## src/shared/ucp_cfg.svh

```systemverilog
// Purpose: Offsets, field positions, reset values and counts of the cell output port
// Assumes: Byte addresses on a 32-bit classic Wishbone bus
// Notes: Definitions only
`ifndef UCP_CFG_SVH
`define UCP_CFG_SVH

// Register byte offsets
`define UCP_OFF_CTRL 8'h00
`define UCP_OFF_STATUS 8'h04
`define UCP_OFF_DATA 8'h08

// Control register fields
`define UCP_CTRL_PHY 0
`define UCP_CTRL_BYTE 1
`define UCP_CTRL_LVL2 2
`define UCP_CTRL_EXTCLK 3
`define UCP_CTRL_ADDR_LO 4
`define UCP_CTRL_ADDR_HI 8
`define UCP_CTRL_EN 9
`define UCP_CTRL_W 10
`define UCP_CTRL_RST 10'h000

// Status register fields
`define UCP_STAT_CNT_HI 5
`define UCP_STAT_BUSY 6
`define UCP_STAT_READY 7
`define UCP_STAT_CELLS_LO 16

// Cell geometry: fifo words per cell and index of the last link beat of a cell
`define UCP_CELL_WORDS 6'h1B
`define UCP_LAST_BEAT16 6'h1A
`define UCP_LAST_BEAT8 6'h34

`endif

```

## src/shared/ucp_pkg.sv

```systemverilog
// Purpose: Types shared by the cell output port files
// Assumes: Constants live in ucp_cfg.svh
// Notes: Types only
package ucp_pkg;
	// One fifo word and one link word
	typedef logic [15:0] ucp_word_t;
	// Multi-PHY address on the link
	typedef logic [4:0] ucp_addr_t;
	// Transmit sequencer states
	typedef enum logic [0:0] {UCP_IDLE, UCP_SEND} ucp_state_t;
endpackage : ucp_pkg

```

## src/design/ucp_cell_out.sv

```systemverilog
// Purpose: Outgoing half of a dual-role cell bus port, ATM-end or PHY-end
// Assumes: 100 MHz i_clock; link clock either made here or sampled from the pin
// Notes: Software pushes cells word by word; 8-bit mode packs two bytes per word
//
// Summary of operation
// Link clock: internal half-rate or external input
// PHY mode uses five-bit address; ATM ignores
// Sixteen-bit bus, low byte only in 8-bit
// Level 2 floats data, parity, marker between cells
// Odd parity over active data bits
// Start marker high with first word
// ATM: PHY raises clav for whole cell
// PHY: ATM-end enable low, sampling follows
// ATM: enable output low while data valid
// PHY: clav output when full cell held
// Transmit role in ATM, receive in PHY
// Enables active low, rising link edge
// PHY answers only its own address
//
// The address map and register access over Wishbone were left to the implementer.
`timescale 1ns/1ps
`include "ucp_cfg.svh"
module ucp_cell_out (
	input wire logic i_clock,
	input wire logic i_rst,
	// Classic Wishbone slave
	input wire logic i_wb_cyc,
	input wire logic i_wb_stb,
	input wire logic i_wb_we,
	input wire logic [7:0] i_wb_adr,
	input wire logic [3:0] i_wb_sel,
	input wire logic [31:0] i_wb_dat,
	output logic o_wb_ack,
	output logic [31:0] o_wb_dat,
	// Link clock pin, three signals
	input wire logic i_cell_out_clock,
	output logic o_cell_out_clock,
	output logic o_cell_out_clock_oe,
	// Link pins
	input wire ucp_pkg::ucp_addr_t i_cell_out_phy_address,
	input wire logic i_cell_out_handshake_in,
	output ucp_pkg::ucp_word_t o_cell_out_bus,
	output logic o_cell_out_bus_oe,
	output logic o_cell_out_parity,
	output logic o_cell_out_parity_oe,
	output logic o_cell_out_start_marker,
	output logic o_cell_out_start_marker_oe,
	output logic o_cell_out_handshake_out
);
	import ucp_pkg::*;

	// Configuration and status registers
	logic [`UCP_CTRL_W-1:0] ctrl_ff;  // Mode, width, level, clock source, address, enable
	logic [15:0] cells_ff;  // Cells sent, wraps
	logic ack_ff;  // Bus answer
	logic [31:0] rdat_ff;  // Registered read data

	// Input synchronisers, two stages each
	logic clk_s1_ff, clk_s2_ff, clk_prev_ff;
	logic hs_s1_ff, hs_s2_ff;
	ucp_addr_t adr_s1_ff, adr_s2_ff;

	// Link clock generator
	logic clk_int_ff;  // Half-rate clock when made here
	logic clk_oe_ff;  // Pin driven only in internal mode

	// Sequencer
	ucp_state_t state_ff;
	logic [5:0] beat_ff;  // Beat within the cell
	logic [5:0] pops_ff;  // Fifo words already taken for this cell
	logic sel_ff;  // PHY mode: this port is selected
	ucp_word_t bus_ff;
	logic par_ff, soc_ff, oe_ff, hs_out_ff;

	// Fifo wires
	ucp_word_t head;
	logic fifo_in_ready, fifo_out_valid;
	logic [5:0] fifo_count;

	// Decoded configuration
	wire phy_mode = ctrl_ff[`UCP_CTRL_PHY];
	wire byte_mode = ctrl_ff[`UCP_CTRL_BYTE];
	wire level2 = ctrl_ff[`UCP_CTRL_LVL2];
	wire ext_clk = ctrl_ff[`UCP_CTRL_EXTCLK];
	wire enabled = ctrl_ff[`UCP_CTRL_EN];
	wire [4:0] own_addr = ctrl_ff[`UCP_CTRL_ADDR_HI:`UCP_CTRL_ADDR_LO];

	// Bus decode
	wire wb_req = i_wb_cyc & i_wb_stb & ~ack_ff;
	wire hit_ctrl = (i_wb_adr == `UCP_OFF_CTRL);
	wire hit_stat = (i_wb_adr == `UCP_OFF_STATUS);
	wire hit_data = (i_wb_adr == `UCP_OFF_DATA);
	wire data_wr = wb_req & i_wb_we & hit_data;
	// A data write waits for fifo room: this is the back-pressure to software
	wire wb_take = wb_req & (~data_wr | fifo_in_ready);
	wire push = data_wr & fifo_in_ready & (i_wb_sel[1:0] == 2'h3);
	wire ctrl_wr = wb_take & i_wb_we & hit_ctrl;

	// Link clock event: internal clock about to fall, or a seen external rise
	// Outputs change mid-period internally, giving the far end half a period of setup
	wire ext_rise = clk_s2_ff & ~clk_prev_ff;
	wire tick = ext_clk ? ext_rise : clk_int_ff;
	wire fire = tick & enabled;

	// Handshake input meaning depends on role
	wire far_clav = hs_s2_ff;
	wire far_enb_low = ~hs_s2_ff;
	wire addr_match = (adr_s2_ff == own_addr);

	// Words of the current cell still in the fifo are not free for the next one
	wire in_send = (state_ff == UCP_SEND);
	wire [5:0] words_left = in_send ? (`UCP_CELL_WORDS - pops_ff) : 6'h00;
	wire [5:0] avail = fifo_count - words_left;
	wire cell_ready = (avail >= `UCP_CELL_WORDS) & fifo_out_valid;

	// Start: ATM needs far clav, PHY needs selection and enable low
	wire start_atm = ~phy_mode & far_clav;
	wire start_phy = phy_mode & sel_ff & far_enb_low;
	wire start_ok = cell_ready & (start_atm | start_phy);
	// PHY mode pauses mid-cell while the ATM-end lifts its enable
	wire adv_ok = ~phy_mode | far_enb_low;
	wire drive = fire & (in_send ? adv_ok : start_ok);
	wire [5:0] beat = in_send ? beat_ff : 6'h00;
	wire [5:0] last_beat = byte_mode ? `UCP_LAST_BEAT8 : `UCP_LAST_BEAT16;
	wire is_last = (beat == last_beat);
	wire pop = drive & (~byte_mode | beat[0] | is_last);

	// Link word: full word, or alternating low then high byte
	wire [7:0] byte_sel = beat[0] ? head[15:8] : head[7:0];
	wire [15:0] nxt_bus = byte_mode ? {8'h00, byte_sel} : head;
	wire nxt_par = byte_mode ? ~(^byte_sel) : ~(^head);
	// Between cells level 1 keeps driving, level 2 floats
	wire idle_oe = ~level2;
	wire clav_out = cell_ready & addr_match;

	// Status word
	wire [31:0] stat_word = {cells_ff, 8'h00, cell_ready, in_send, fifo_count};
	wire [31:0] ctrl_word = {22'h000000, ctrl_ff};
	wire [31:0] nxt_rdat = hit_ctrl ? ctrl_word : (hit_stat ? stat_word : 32'h00000000);

	// Pin synchronisers; first stages feed only second stages
	always_ff @(posedge i_clock or posedge i_rst) begin
		if (i_rst) begin
			clk_s1_ff <= 1'b0;
			clk_s2_ff <= 1'b0;
			clk_prev_ff <= 1'b0;
			hs_s1_ff <= 1'b0;
			hs_s2_ff <= 1'b0;
			adr_s1_ff <= '0;
			adr_s2_ff <= '0;
		end else begin
			clk_s1_ff <= i_cell_out_clock;
			clk_s2_ff <= clk_s1_ff;
			clk_prev_ff <= clk_s2_ff;
			hs_s1_ff <= i_cell_out_handshake_in;
			hs_s2_ff <= hs_s1_ff;
			adr_s1_ff <= i_cell_out_phy_address;
			adr_s2_ff <= adr_s1_ff;
		end
	end

	// Internal link clock: toggles every cycle, i.e. half the system clock
	always_ff @(posedge i_clock or posedge i_rst) begin
		if (i_rst) begin
			clk_int_ff <= 1'b0;
			clk_oe_ff <= 1'b0;
		end else begin
			clk_int_ff <= ~ext_clk & ~clk_int_ff;
			clk_oe_ff <= ~ext_clk;
		end
	end

	// Wishbone answer: one cycle after the request is taken, dropped the cycle after
	always_ff @(posedge i_clock or posedge i_rst) begin
		if (i_rst) begin
			ack_ff <= 1'b0;
			rdat_ff <= 32'h00000000;
		end else begin
			ack_ff <= wb_take;
			if (wb_take) rdat_ff <= nxt_rdat;
		end
	end

	// Control register, byte lanes 0 and 1
	always_ff @(posedge i_clock or posedge i_rst) begin
		if (i_rst) begin
			ctrl_ff <= `UCP_CTRL_RST;
		end else if (ctrl_wr) begin
			if (i_wb_sel[0]) ctrl_ff[7:0] <= i_wb_dat[7:0];
			if (i_wb_sel[1]) ctrl_ff[`UCP_CTRL_W-1:8] <= i_wb_dat[`UCP_CTRL_W-1:8];
		end
	end

	// PHY selection: address seen while the enable is high picks the next sender
	always_ff @(posedge i_clock or posedge i_rst) begin
		if (i_rst) begin
			sel_ff <= 1'b0;
		end else if (~phy_mode) begin
			sel_ff <= 1'b0;
		end else if (fire & ~far_enb_low & ~in_send) begin
			sel_ff <= addr_match;
		end
	end

	// Sequencer state, beat and pop counters
	always_ff @(posedge i_clock or posedge i_rst) begin
		if (i_rst) begin
			state_ff <= UCP_IDLE;
			beat_ff <= 6'h00;
			pops_ff <= 6'h00;
			cells_ff <= 16'h0000;
		end else if (drive) begin
			case (state_ff)
				UCP_IDLE: begin
					state_ff <= UCP_SEND;
					beat_ff <= 6'h01;
					pops_ff <= 6'(pop);
				end
				UCP_SEND: begin
					if (is_last) begin
						// Cell done; a new one may start on the next link edge
						state_ff <= UCP_IDLE;
						beat_ff <= 6'h00;
						pops_ff <= 6'h00;
						cells_ff <= cells_ff + 16'h0001;
					end else begin
						beat_ff <= beat_ff + 6'h01;
						pops_ff <= pops_ff + 6'(pop);
					end
				end
				default: begin
					state_ff <= UCP_IDLE;
				end
			endcase
		end
	end

	// Link outputs, updated on the link event, or every cycle while the port is disabled
	always_ff @(posedge i_clock or posedge i_rst) begin
		if (i_rst) begin
			bus_ff <= 16'h0000;
			par_ff <= 1'b1;
			soc_ff <= 1'b0;
			oe_ff <= 1'b0;
			hs_out_ff <= 1'b1;
		end else if (drive) begin
			bus_ff <= nxt_bus;
			par_ff <= nxt_par;
			soc_ff <= (beat == 6'h00);
			oe_ff <= 1'b1;
			hs_out_ff <= phy_mode ? clav_out : 1'b0;
		end else if (fire & ~in_send) begin
			// Idle between cells: marker off, enable high or clav answer
			bus_ff <= 16'h0000;
			par_ff <= 1'b1;
			soc_ff <= 1'b0;
			oe_ff <= idle_oe;
			hs_out_ff <= phy_mode ? clav_out : 1'b1;
		end else if (fire) begin
			// Paused mid-cell: data held, clav still answers polls
			hs_out_ff <= clav_out;
		end else if (~enabled) begin
			oe_ff <= 1'b0;
			soc_ff <= 1'b0;
			hs_out_ff <= ~phy_mode;
		end
	end

	// Cell fifo, filled by software, drained by the sequencer
	ucp_fifo #(
		.WIDTH(16),
		.DEPTH(32)
	) u_fifo (
		.i_clock(i_clock),
		.i_rst(i_rst),
		.i_valid(push),
		.o_ready(fifo_in_ready),
		.i_data(i_wb_dat[15:0]),
		.o_valid(fifo_out_valid),
		.i_ready(pop),
		.o_data(head),
		.o_count(fifo_count)
	);

	// Port outputs, each straight from a flip-flop
	assign o_wb_ack = ack_ff;
	assign o_wb_dat = rdat_ff;
	assign o_cell_out_clock = clk_int_ff;
	assign o_cell_out_clock_oe = clk_oe_ff;
	assign o_cell_out_bus = bus_ff;
	assign o_cell_out_bus_oe = oe_ff;
	assign o_cell_out_parity = par_ff;
	assign o_cell_out_parity_oe = oe_ff;
	assign o_cell_out_start_marker = soc_ff;
	assign o_cell_out_start_marker_oe = oe_ff;
	assign o_cell_out_handshake_out = hs_out_ff;
endmodule : ucp_cell_out

```

## src/design/ucp_fifo.sv

```systemverilog
// Purpose: Word FIFO between the register bus and the link sequencer
// Assumes: Single clock, asynchronous active-high reset
// Notes: Full and empty are exact; count is visible for cell accounting
`timescale 1ns/1ps
module ucp_fifo #(
	parameter int WIDTH = 16,
	parameter int DEPTH = 32
) (
	input wire logic i_clock,
	input wire logic i_rst,
	input wire logic i_valid,
	output logic o_ready,
	input wire logic [WIDTH-1:0] i_data,
	output logic o_valid,
	input wire logic i_ready,
	output logic [WIDTH-1:0] o_data,
	output logic [$clog2(DEPTH):0] o_count
);
	localparam int AW = $clog2(DEPTH);
	logic [WIDTH-1:0] mem [DEPTH];  // Storage array
	logic [AW-1:0] wr_ptr_ff;  // Next slot to write
	logic [AW-1:0] rd_ptr_ff;  // Oldest word
	logic [AW:0] count_ff;  // Words held
	wire do_push = i_valid & o_ready;
	wire do_pop = i_ready & o_valid;

	// Ready and valid follow the count directly
	assign o_ready = (count_ff != (AW+1)'(DEPTH));
	assign o_valid = (count_ff != '0);
	assign o_data = mem[rd_ptr_ff];
	assign o_count = count_ff;

	// Storage needs no reset; only written slots are ever read
	always_ff @(posedge i_clock) begin
		if (do_push) begin
			mem[wr_ptr_ff] <= i_data;
		end
	end

	// Pointers wrap at DEPTH, which is a power of two
	always_ff @(posedge i_clock or posedge i_rst) begin
		if (i_rst) begin
			wr_ptr_ff <= '0;
			rd_ptr_ff <= '0;
			count_ff <= '0;
		end else begin
			if (do_push) wr_ptr_ff <= wr_ptr_ff + 1'b1;
			if (do_pop) rd_ptr_ff <= rd_ptr_ff + 1'b1;
			count_ff <= count_ff + (AW+1)'(do_push) - (AW+1)'(do_pop);
		end
	end
endmodule : ucp_fifo

```

## config.mk

```make
export PLATFORM = sky130hd
export DESIGN_NAME = ucp_cell_out
export DESIGN_NICKNAME = d
export VERILOG_FILES = /design/src/shared/ucp_pkg.sv /design/src/design/ucp_cell_out.sv /design/src/design/ucp_fifo.sv
export VERILOG_INCLUDE_DIRS = /design/src /design/src/shared
export SDC_FILE = /design/constraint.sdc
export NUM_CORES = 1
export LEC_CHECK = 0
export ABC_CLOCK_PERIOD_IN_PS = 5400
export BUFFER_PORTS_ARGS = -buffer_cell sky130_fd_sc_hd__clkbuf_2
export CORE_AREA = 2 2 201 301
export DETAILED_ROUTE_END_ITERATION = 8
export DIE_AREA = 0 0 203 303
export SYNTH_ARGS = -nofsm -noshare
export SYNTH_HDL_FRONTEND = slang
export SYNTH_SLANG_ARGS = --single-unit
```

## constraint.sdc

```tcl
create_clock -name i_clock -period 5.4 [get_ports i_clock]
set_input_delay 1.08 -clock i_clock [delete_from_list [all_inputs] [get_ports i_clock]]
set_output_delay 1.08 -clock i_clock [all_outputs]
set_load 0.02 [all_outputs]
```

* After elaboration in Yosys (flattened, before gate mapping)
Memory sizes are Yosys's and may differ from the RTL's.
Index checks and enable logic that the tools add are counted.
** Storage, ports and cells
- Memory bits (writable) :: 512
- Input port bits :: 56
- Word-level logic and storage cells :: 135
- Flip-flop bits (word level) :: 126
- Memories kept :: 1
** Cells by class
- Bitwise gates (word level) :: 42
- Equality and inequality tests :: 10
- Reductions and logical operators :: 10
- Magnitude comparators :: 1
- Muxes and demuxes :: 36
- Add/sub/neg operators :: 9
** Memory list
- u_fifo.mem :: words 32, width 16, rd ports 1, clocked after memory_dff 0, wr ports 1, RTL line ucp_fifo.sv:20 : logic [WIDTH-1:0] mem [DEPTH];
** Operators with widths (number)
- $mux W32 :: 2
- $mux W16 :: 3
- $mux W6 :: 5
- $and A1 B1 Y1 :: 25
- $pmux W6 S2 :: 2
- $mux W1 :: 22
- $add A16 B1 Y16 const B :: 1
- $reduce_xor A16 Y1 :: 1
- $add A6 B1 Y6 :: 2
- $not A1 Y1 :: 12
- $add A5 B1 Y5 const B :: 2
- $eq A8 B3 Y1 const B :: 1
- $eq A8 B4 Y1 const B :: 1
- $logic_not A8 Y1 :: 1
- $mux W8 :: 1
- $reduce_xor A8 Y1 :: 1
- $add A6 B1 Y6 const B :: 1
- $eq A6 B6 Y1 :: 1
- $ge A6 B5 Y1 const B :: 1
- $logic_not A6 Y1 :: 1
- $ne A3 B1 Y1 const B :: 2
- $ne A6 B6 Y1 const B :: 1
- $reduce_and A2 Y1 :: 3
- $reduce_bool A6 Y1 :: 1
- other kinds (11) :: 15

* Longest topological paths before layout
- Word-level depth :: 12
- Mapped depth :: 24

* Hierarchy
A second synthesis with hierarchy kept.
** Unflattened totals
- Cell total of the unflattened synthesis :: 1464
- Area total of the unflattened synthesis :: 25643.3 um^2
** Modules (own cells, without submodules)
- ucp_fifo :: times used 1, cells each 971, area an instance 20636.0 um^2
- ucp_cell_out :: times used 1, cells each 493, area an instance 5007.3 um^2

* Least setup slack after synthesis
No wires, ideal clock.
- Kind :: reg2reg
- From :: reg state_ff (netlist: in_send)
- To :: reg u_fifo.count_ff[4] (netlist: u_fifo.o_count[4])
- Data arrival time :: 4.388 ns
- Cell stages (with the launch flop) :: 24
- Path slack :: 0.889 ns
- Cell sequence :: dfrtp_1 -> clkbuf_1 -> clkbuf_1 -> nand2b_1 -> fa_1 -> a21o_1 -> a21oi_1 -> xnor2_1 -> o21ai_0 -> o22ai_1 -> a2111oi_0 -> o31ai_1 -> nand2_1 -> inv_1 -> ha_1 -> inv_1 -> ha_1 -> inv_1 -> fa_1 -> inv_1 -> a21oi_1 -> nor2_1 -> nor2_1 -> xnor2_1
** On the way
- Cells in the longest elaborated chain, start to end :: 10
** RTL lines
- start, declared :: RTL line ucp_cell_out.sv:68 : ucp_state_t state_ff;
- start signal, assigned :: RTL line ucp_cell_out.sv:208 : state_ff <= UCP_IDLE;
- start signal, assigned :: RTL line ucp_cell_out.sv:215 : state_ff <= UCP_SEND;
- start signal, assigned :: RTL line ucp_cell_out.sv:222 : state_ff <= UCP_IDLE;
- $mux W6 :: RTL line ucp_cell_out.sv:112 : wire [5:0] words_left = in_send ? (`UCP_CELL_WORDS - pops_ff) : 6'h00;
- $sub A6 B6 Y6 :: RTL line ucp_cell_out.sv:113 : wire [5:0] avail = fifo_count - words_left;
- $ge A6 B5 Y1 (no line)
- $and A1 B1 Y1 :: RTL line ucp_cell_out.sv:114 : wire cell_ready = (avail >= `UCP_CELL_WORDS) & fifo_out_valid;
- $and A1 B1 Y1 :: RTL line ucp_cell_out.sv:119 : wire start_ok = cell_ready & (start_atm | start_phy);
- $mux W1 :: RTL line ucp_cell_out.sv:122 : wire drive = fire & (in_send ? adv_ok : start_ok);
- $and A1 B1 Y1 :: RTL line ucp_cell_out.sv:122
- $and A1 B1 Y1 * :: RTL line ucp_cell_out.sv:126 : wire pop = drive & (~byte_mode | beat[0] | is_last);
- $and A1 B1 Y1 * :: RTL line ucp_fifo.sv:25 : wire do_pop = i_ready & o_valid;
- net u_fifo.do_pop :: RTL line ucp_fifo.sv:25
- $sub A6 B1 Y6 * :: RTL line ucp_fifo.sv:49 : count_ff <= count_ff + (AW+1)'(do_push) - (AW+1)'(do_pop);
- end signal, assigned :: RTL line ucp_fifo.sv:49
- end, declared :: RTL line ucp_fifo.sv:23 : logic [AW:0] count_ff;
The timed path passes the listed nets; every way through them passes the cells marked *.
A chain may end at the register's enable or synchronous reset.

* Final worst setup path
Same ends and word-level chain as after synthesis.

==> impl_metrics.py <==
metrics = {
    "critical_path": {
        "cp.arrival_ps": 5140,
        "crit_start": "in_send",
        "r2r_start": "in_send",
        "slowest_stage": "a2111oi_0",
        "crit_end": "u_fifo.o_count[4]",
        "required_ps": 5870,
        "cp_common_cell": "inv_1",
        "reg2reg_depth": 25,
        "critPathLaunchType": "register",
        "worstPathMaxFanout": 5,
        "cp-end-kind": "register",
        "r2r-end": "u_fifo.o_count[4]",
        "path_class": "reg -> reg",
        "max_stage_delay_ps": 680,
        "rrSetupSlack_ps": 740,
    },
    "yosys": {
        "async_flop_share_pct": 19.0,
        "postSynthCellCount": 1526,
        "avgSynthCellArea_um2": 16.8,
        "synth_area_um2": 25600,
        "synth_edf_count": 512,
        "synth-seq-cells": 632,
        "yosysWarnings": 0,
        "synth_area_leaders": "edfxtp_1 (60%), dfrtp_1 (12%), mux2i_1 (5.6%)",
        "seq_area_frac_synth_pct": 71.7,
        "ys.flop_type": "edfxtp_1",
        "synth_top_area_share_pct": 60.0,
        "synth.distinct_cells": 64,
        "synth_area_leader_cell": "edfxtp_1",
    },
    "sta": {
        "tightest_slew_ps": 1170,
        "fin_skew_ps": 19.1,
        "tns_ps": 0,
        "setup_slack_ps": 737,
        "hold_viol": 0,
        "slew_headroom_pct": 21.8,
        "period_needed_ps": 4660,
        "period_share_pct": 86.3,
        "setup_viol": 0,
        "fmax_mhz": 214,
        "whs_ps": 350,
        "maxSlewViolCount": 0,
        "rsz0062_at_grt": "no",
    },
    "global_route": {
        "grt_usage_pct": 19.4,
        "grt_max_degree": 62,
        "grt_pass1_wl_um": 89100,
        "antenna_found_initial": 2,
        "grt_pass1_vias": 14150,
        "grt_overflow": 0,
    },
    "cells_and_area": {
        "syn2layout_area_growth_pct": 12.1,
        "nets": 1721,
        "final_util_pct": 48.9,
        "final_cell_mix": "edfxtp_1 (512), mux2i_1 (144), dfrtp_1 (115)",
        "n_fill_cell": 4906,
        "layout_commonest_cell": "edfxtp_1",
        "layout-drive-gt1-share_pct": 19.4,
    },
    "route": {
        "vias_per_cell": 5.51,
        "vias": 13577,
        "routed_wirelength_um": 58800,
        "ant_nets": 0,
        "wl_per_cell_um": 23.9,
        "dr.pass1.iters": 5,
        "route.detailed.drc": 0,
        "first_iter_violations": 956,
    },
    "floorplan": {
        "rows": 109,
        "coreArea_um2": 58800,
        "initial_core_util_pct": 43.6,
        "die_area_um2": 61500,
        "fp.dieH_um": 303,
        "fp.dieW_um": 203,
        "io_pins": 113,
    },
    "min_path": {
        "hp-class": "reg -> reg",
    },
    "clock_tree": {
        "clk_latency_ps": 600,
        "cts-buffers-inserted": 56,
        "clockBufferDepth": 3,
        "ctsResizeCount": 0,
        "htree_levels": 2,
        "cts-root-buf": "clkbuf_16",
        "cts_setup_buffers": 0,
        "clk_pin_slew_worst_paths_ps": 70,
        "cts.sinks": 632,
        "cts_tree": "yes",
        "ctsHoldBuffers": 0,
    },
    "power_and_ir_drop": {
        "p_leak_uw": 0.00975,
        "power.total_uw": 9860,
        "peakVddDrop_v": 0.000241,
        "power_density_nw_per_um2": 343,
    },
    "status": {
        "status": "completed",
    },
    "placement": {
        "routabilityCongestion": 0.812,
        "dpl.hpwl_um": 38700,
        "io_buffers": 88,
        "dp_slack_ps": 735,
    },
    "flow_run": {
        "cap_violations": 0,
    },
}
[cell usage after synthesis (5+ instances only)]
| cell type | instances |
|---|---|
| clkbuf_1 | 26 |
| nand3_1 | 25 |
| a21oi_1 | 35 |
| a221oi_1 | 16 |
| nand2_1 | 90 |
| a22oi_2 | 5 |
| xor2_1 | 14 |
| mux4_2 | 64 |
| inv_1 | 28 |
| nand2b_1 | 5 |
| o22ai_1 | 19 |
| nand4_1 | 9 |
| ha_1 | 24 |
| buf_6 | 15 |
| a211oi_1 | 16 |
| a22oi_1 | 27 |
| o21a_1 | 5 |
| edfxtp_1 | 512 |
| o31ai_1 | 11 |
| and2_1 | 5 |
| nor2b_1 | 8 |
| a22o_1 | 10 |
| o221ai_1 | 15 |
| xnor2_1 | 38 |
| dfrtp_1 | 118 |
| and3_1 | 7 |
| buf_2 | 17 |
| buf_1 | 8 |
| o21ai_0 | 61 |
| mux2i_1 | 144 |
| mux2_2 | 12 |
| nor2_1 | 64 |
| buf_4 | 18 |
[sequential cells by signal, indices dropped and copies added (netlist names), 5 cells and up]
signal,cells
u_fifo.mem,512
ctrl_ff,10
u_fifo.wr_ptr_ff,5
u_fifo.o_count,6
adr_s2_ff,5
adr_s1_ff,5
cells_ff,16
pops_ff,6
o_cell_out_bus,16
o_wb_dat,26
u_fifo.rd_ptr_ff,5
beat_ff,6
[power breakdown]
part | total [uW] | switching [uW] | leakage (uW) | internal, uW
Sequential | 5340 | 40.6 | 0.00620 | 5300
Clock | 3960 | 1760 | 0.000922 | 2190
Combinational | 553 | 338 | 0.00263 | 215
Total | 9860 | 2140 | 0.00975 | 7710
[critical path, delay by kind of cell (launching register included)]
family	cells	cell delay (ps)
AO/OA/AOI/OAI	7	1450
XOR/XNOR	2	190
adder cells (fa/ha/maj)	5	1450
buffers and inverters	7	680
flip-flops	1	350
AND/OR/NAND/NOR	4	430
[worst min path at each step]
stage                      start           end  slack (ps)  cells after the start
global route        adr_s1_ff[2]  adr_s2_ff[2]         360                      0
CTS                    clk_s1_ff     clk_s2_ff         350                      0
floorplan           adr_s1_ff[0]  adr_s2_ff[0]         330                      0
finish                 clk_s1_ff     clk_s2_ff         350                      0
global placement       clk_s1_ff     clk_s2_ff         340                      0
detailed placement     clk_s1_ff     clk_s2_ff         330                      0
[layer usage]
metal  vias to the layer above  part of all wire, %  track usage [%]  wire (um)
met5                         -                    0                0          0
met4                         0                  2.0             5.09       1180
met3                        64                  3.4             1.94       2000
met2                       293                   56             37.3      32700
met1                      7072                   39             23.0      22900
li1                       6148                    -                -          -
[area by class of cell]
class                           instances  area, um2  area share [%]
Sequential cell                       632      18400            64.0
Multi-Input combinational cell        782       6560            22.8
Clock buffer                           72       1600            5.57
Tap cell                              777        972            3.38
Timing Repair Buffer                  139        848            2.95
Clock inverter                         34        243           0.845
Inverter                               28        108           0.375
Antenna cell                            1       2.50         0.00871
[metrics by stage]
step	cells	area (um2)
2_1_floorplan	1531	25600
3_3_place_gp	2358	26900
3_5_place_dp	2358	26900
4_1_cts	2464	28700
5_1_grt	2465	28700
6_report	2465	28700
[logic make-up after synthesis]
kind of cell,share of synthesized area [%]
fa+ha+maj,1.33
buf+inv,2.77
flops,71.7
simple gates,4.34
compound gates,6.29
other cells,0.0146
mux,11.8
xor+xnor,1.78
No activity file was read; power rests on OpenSTA's default activity.
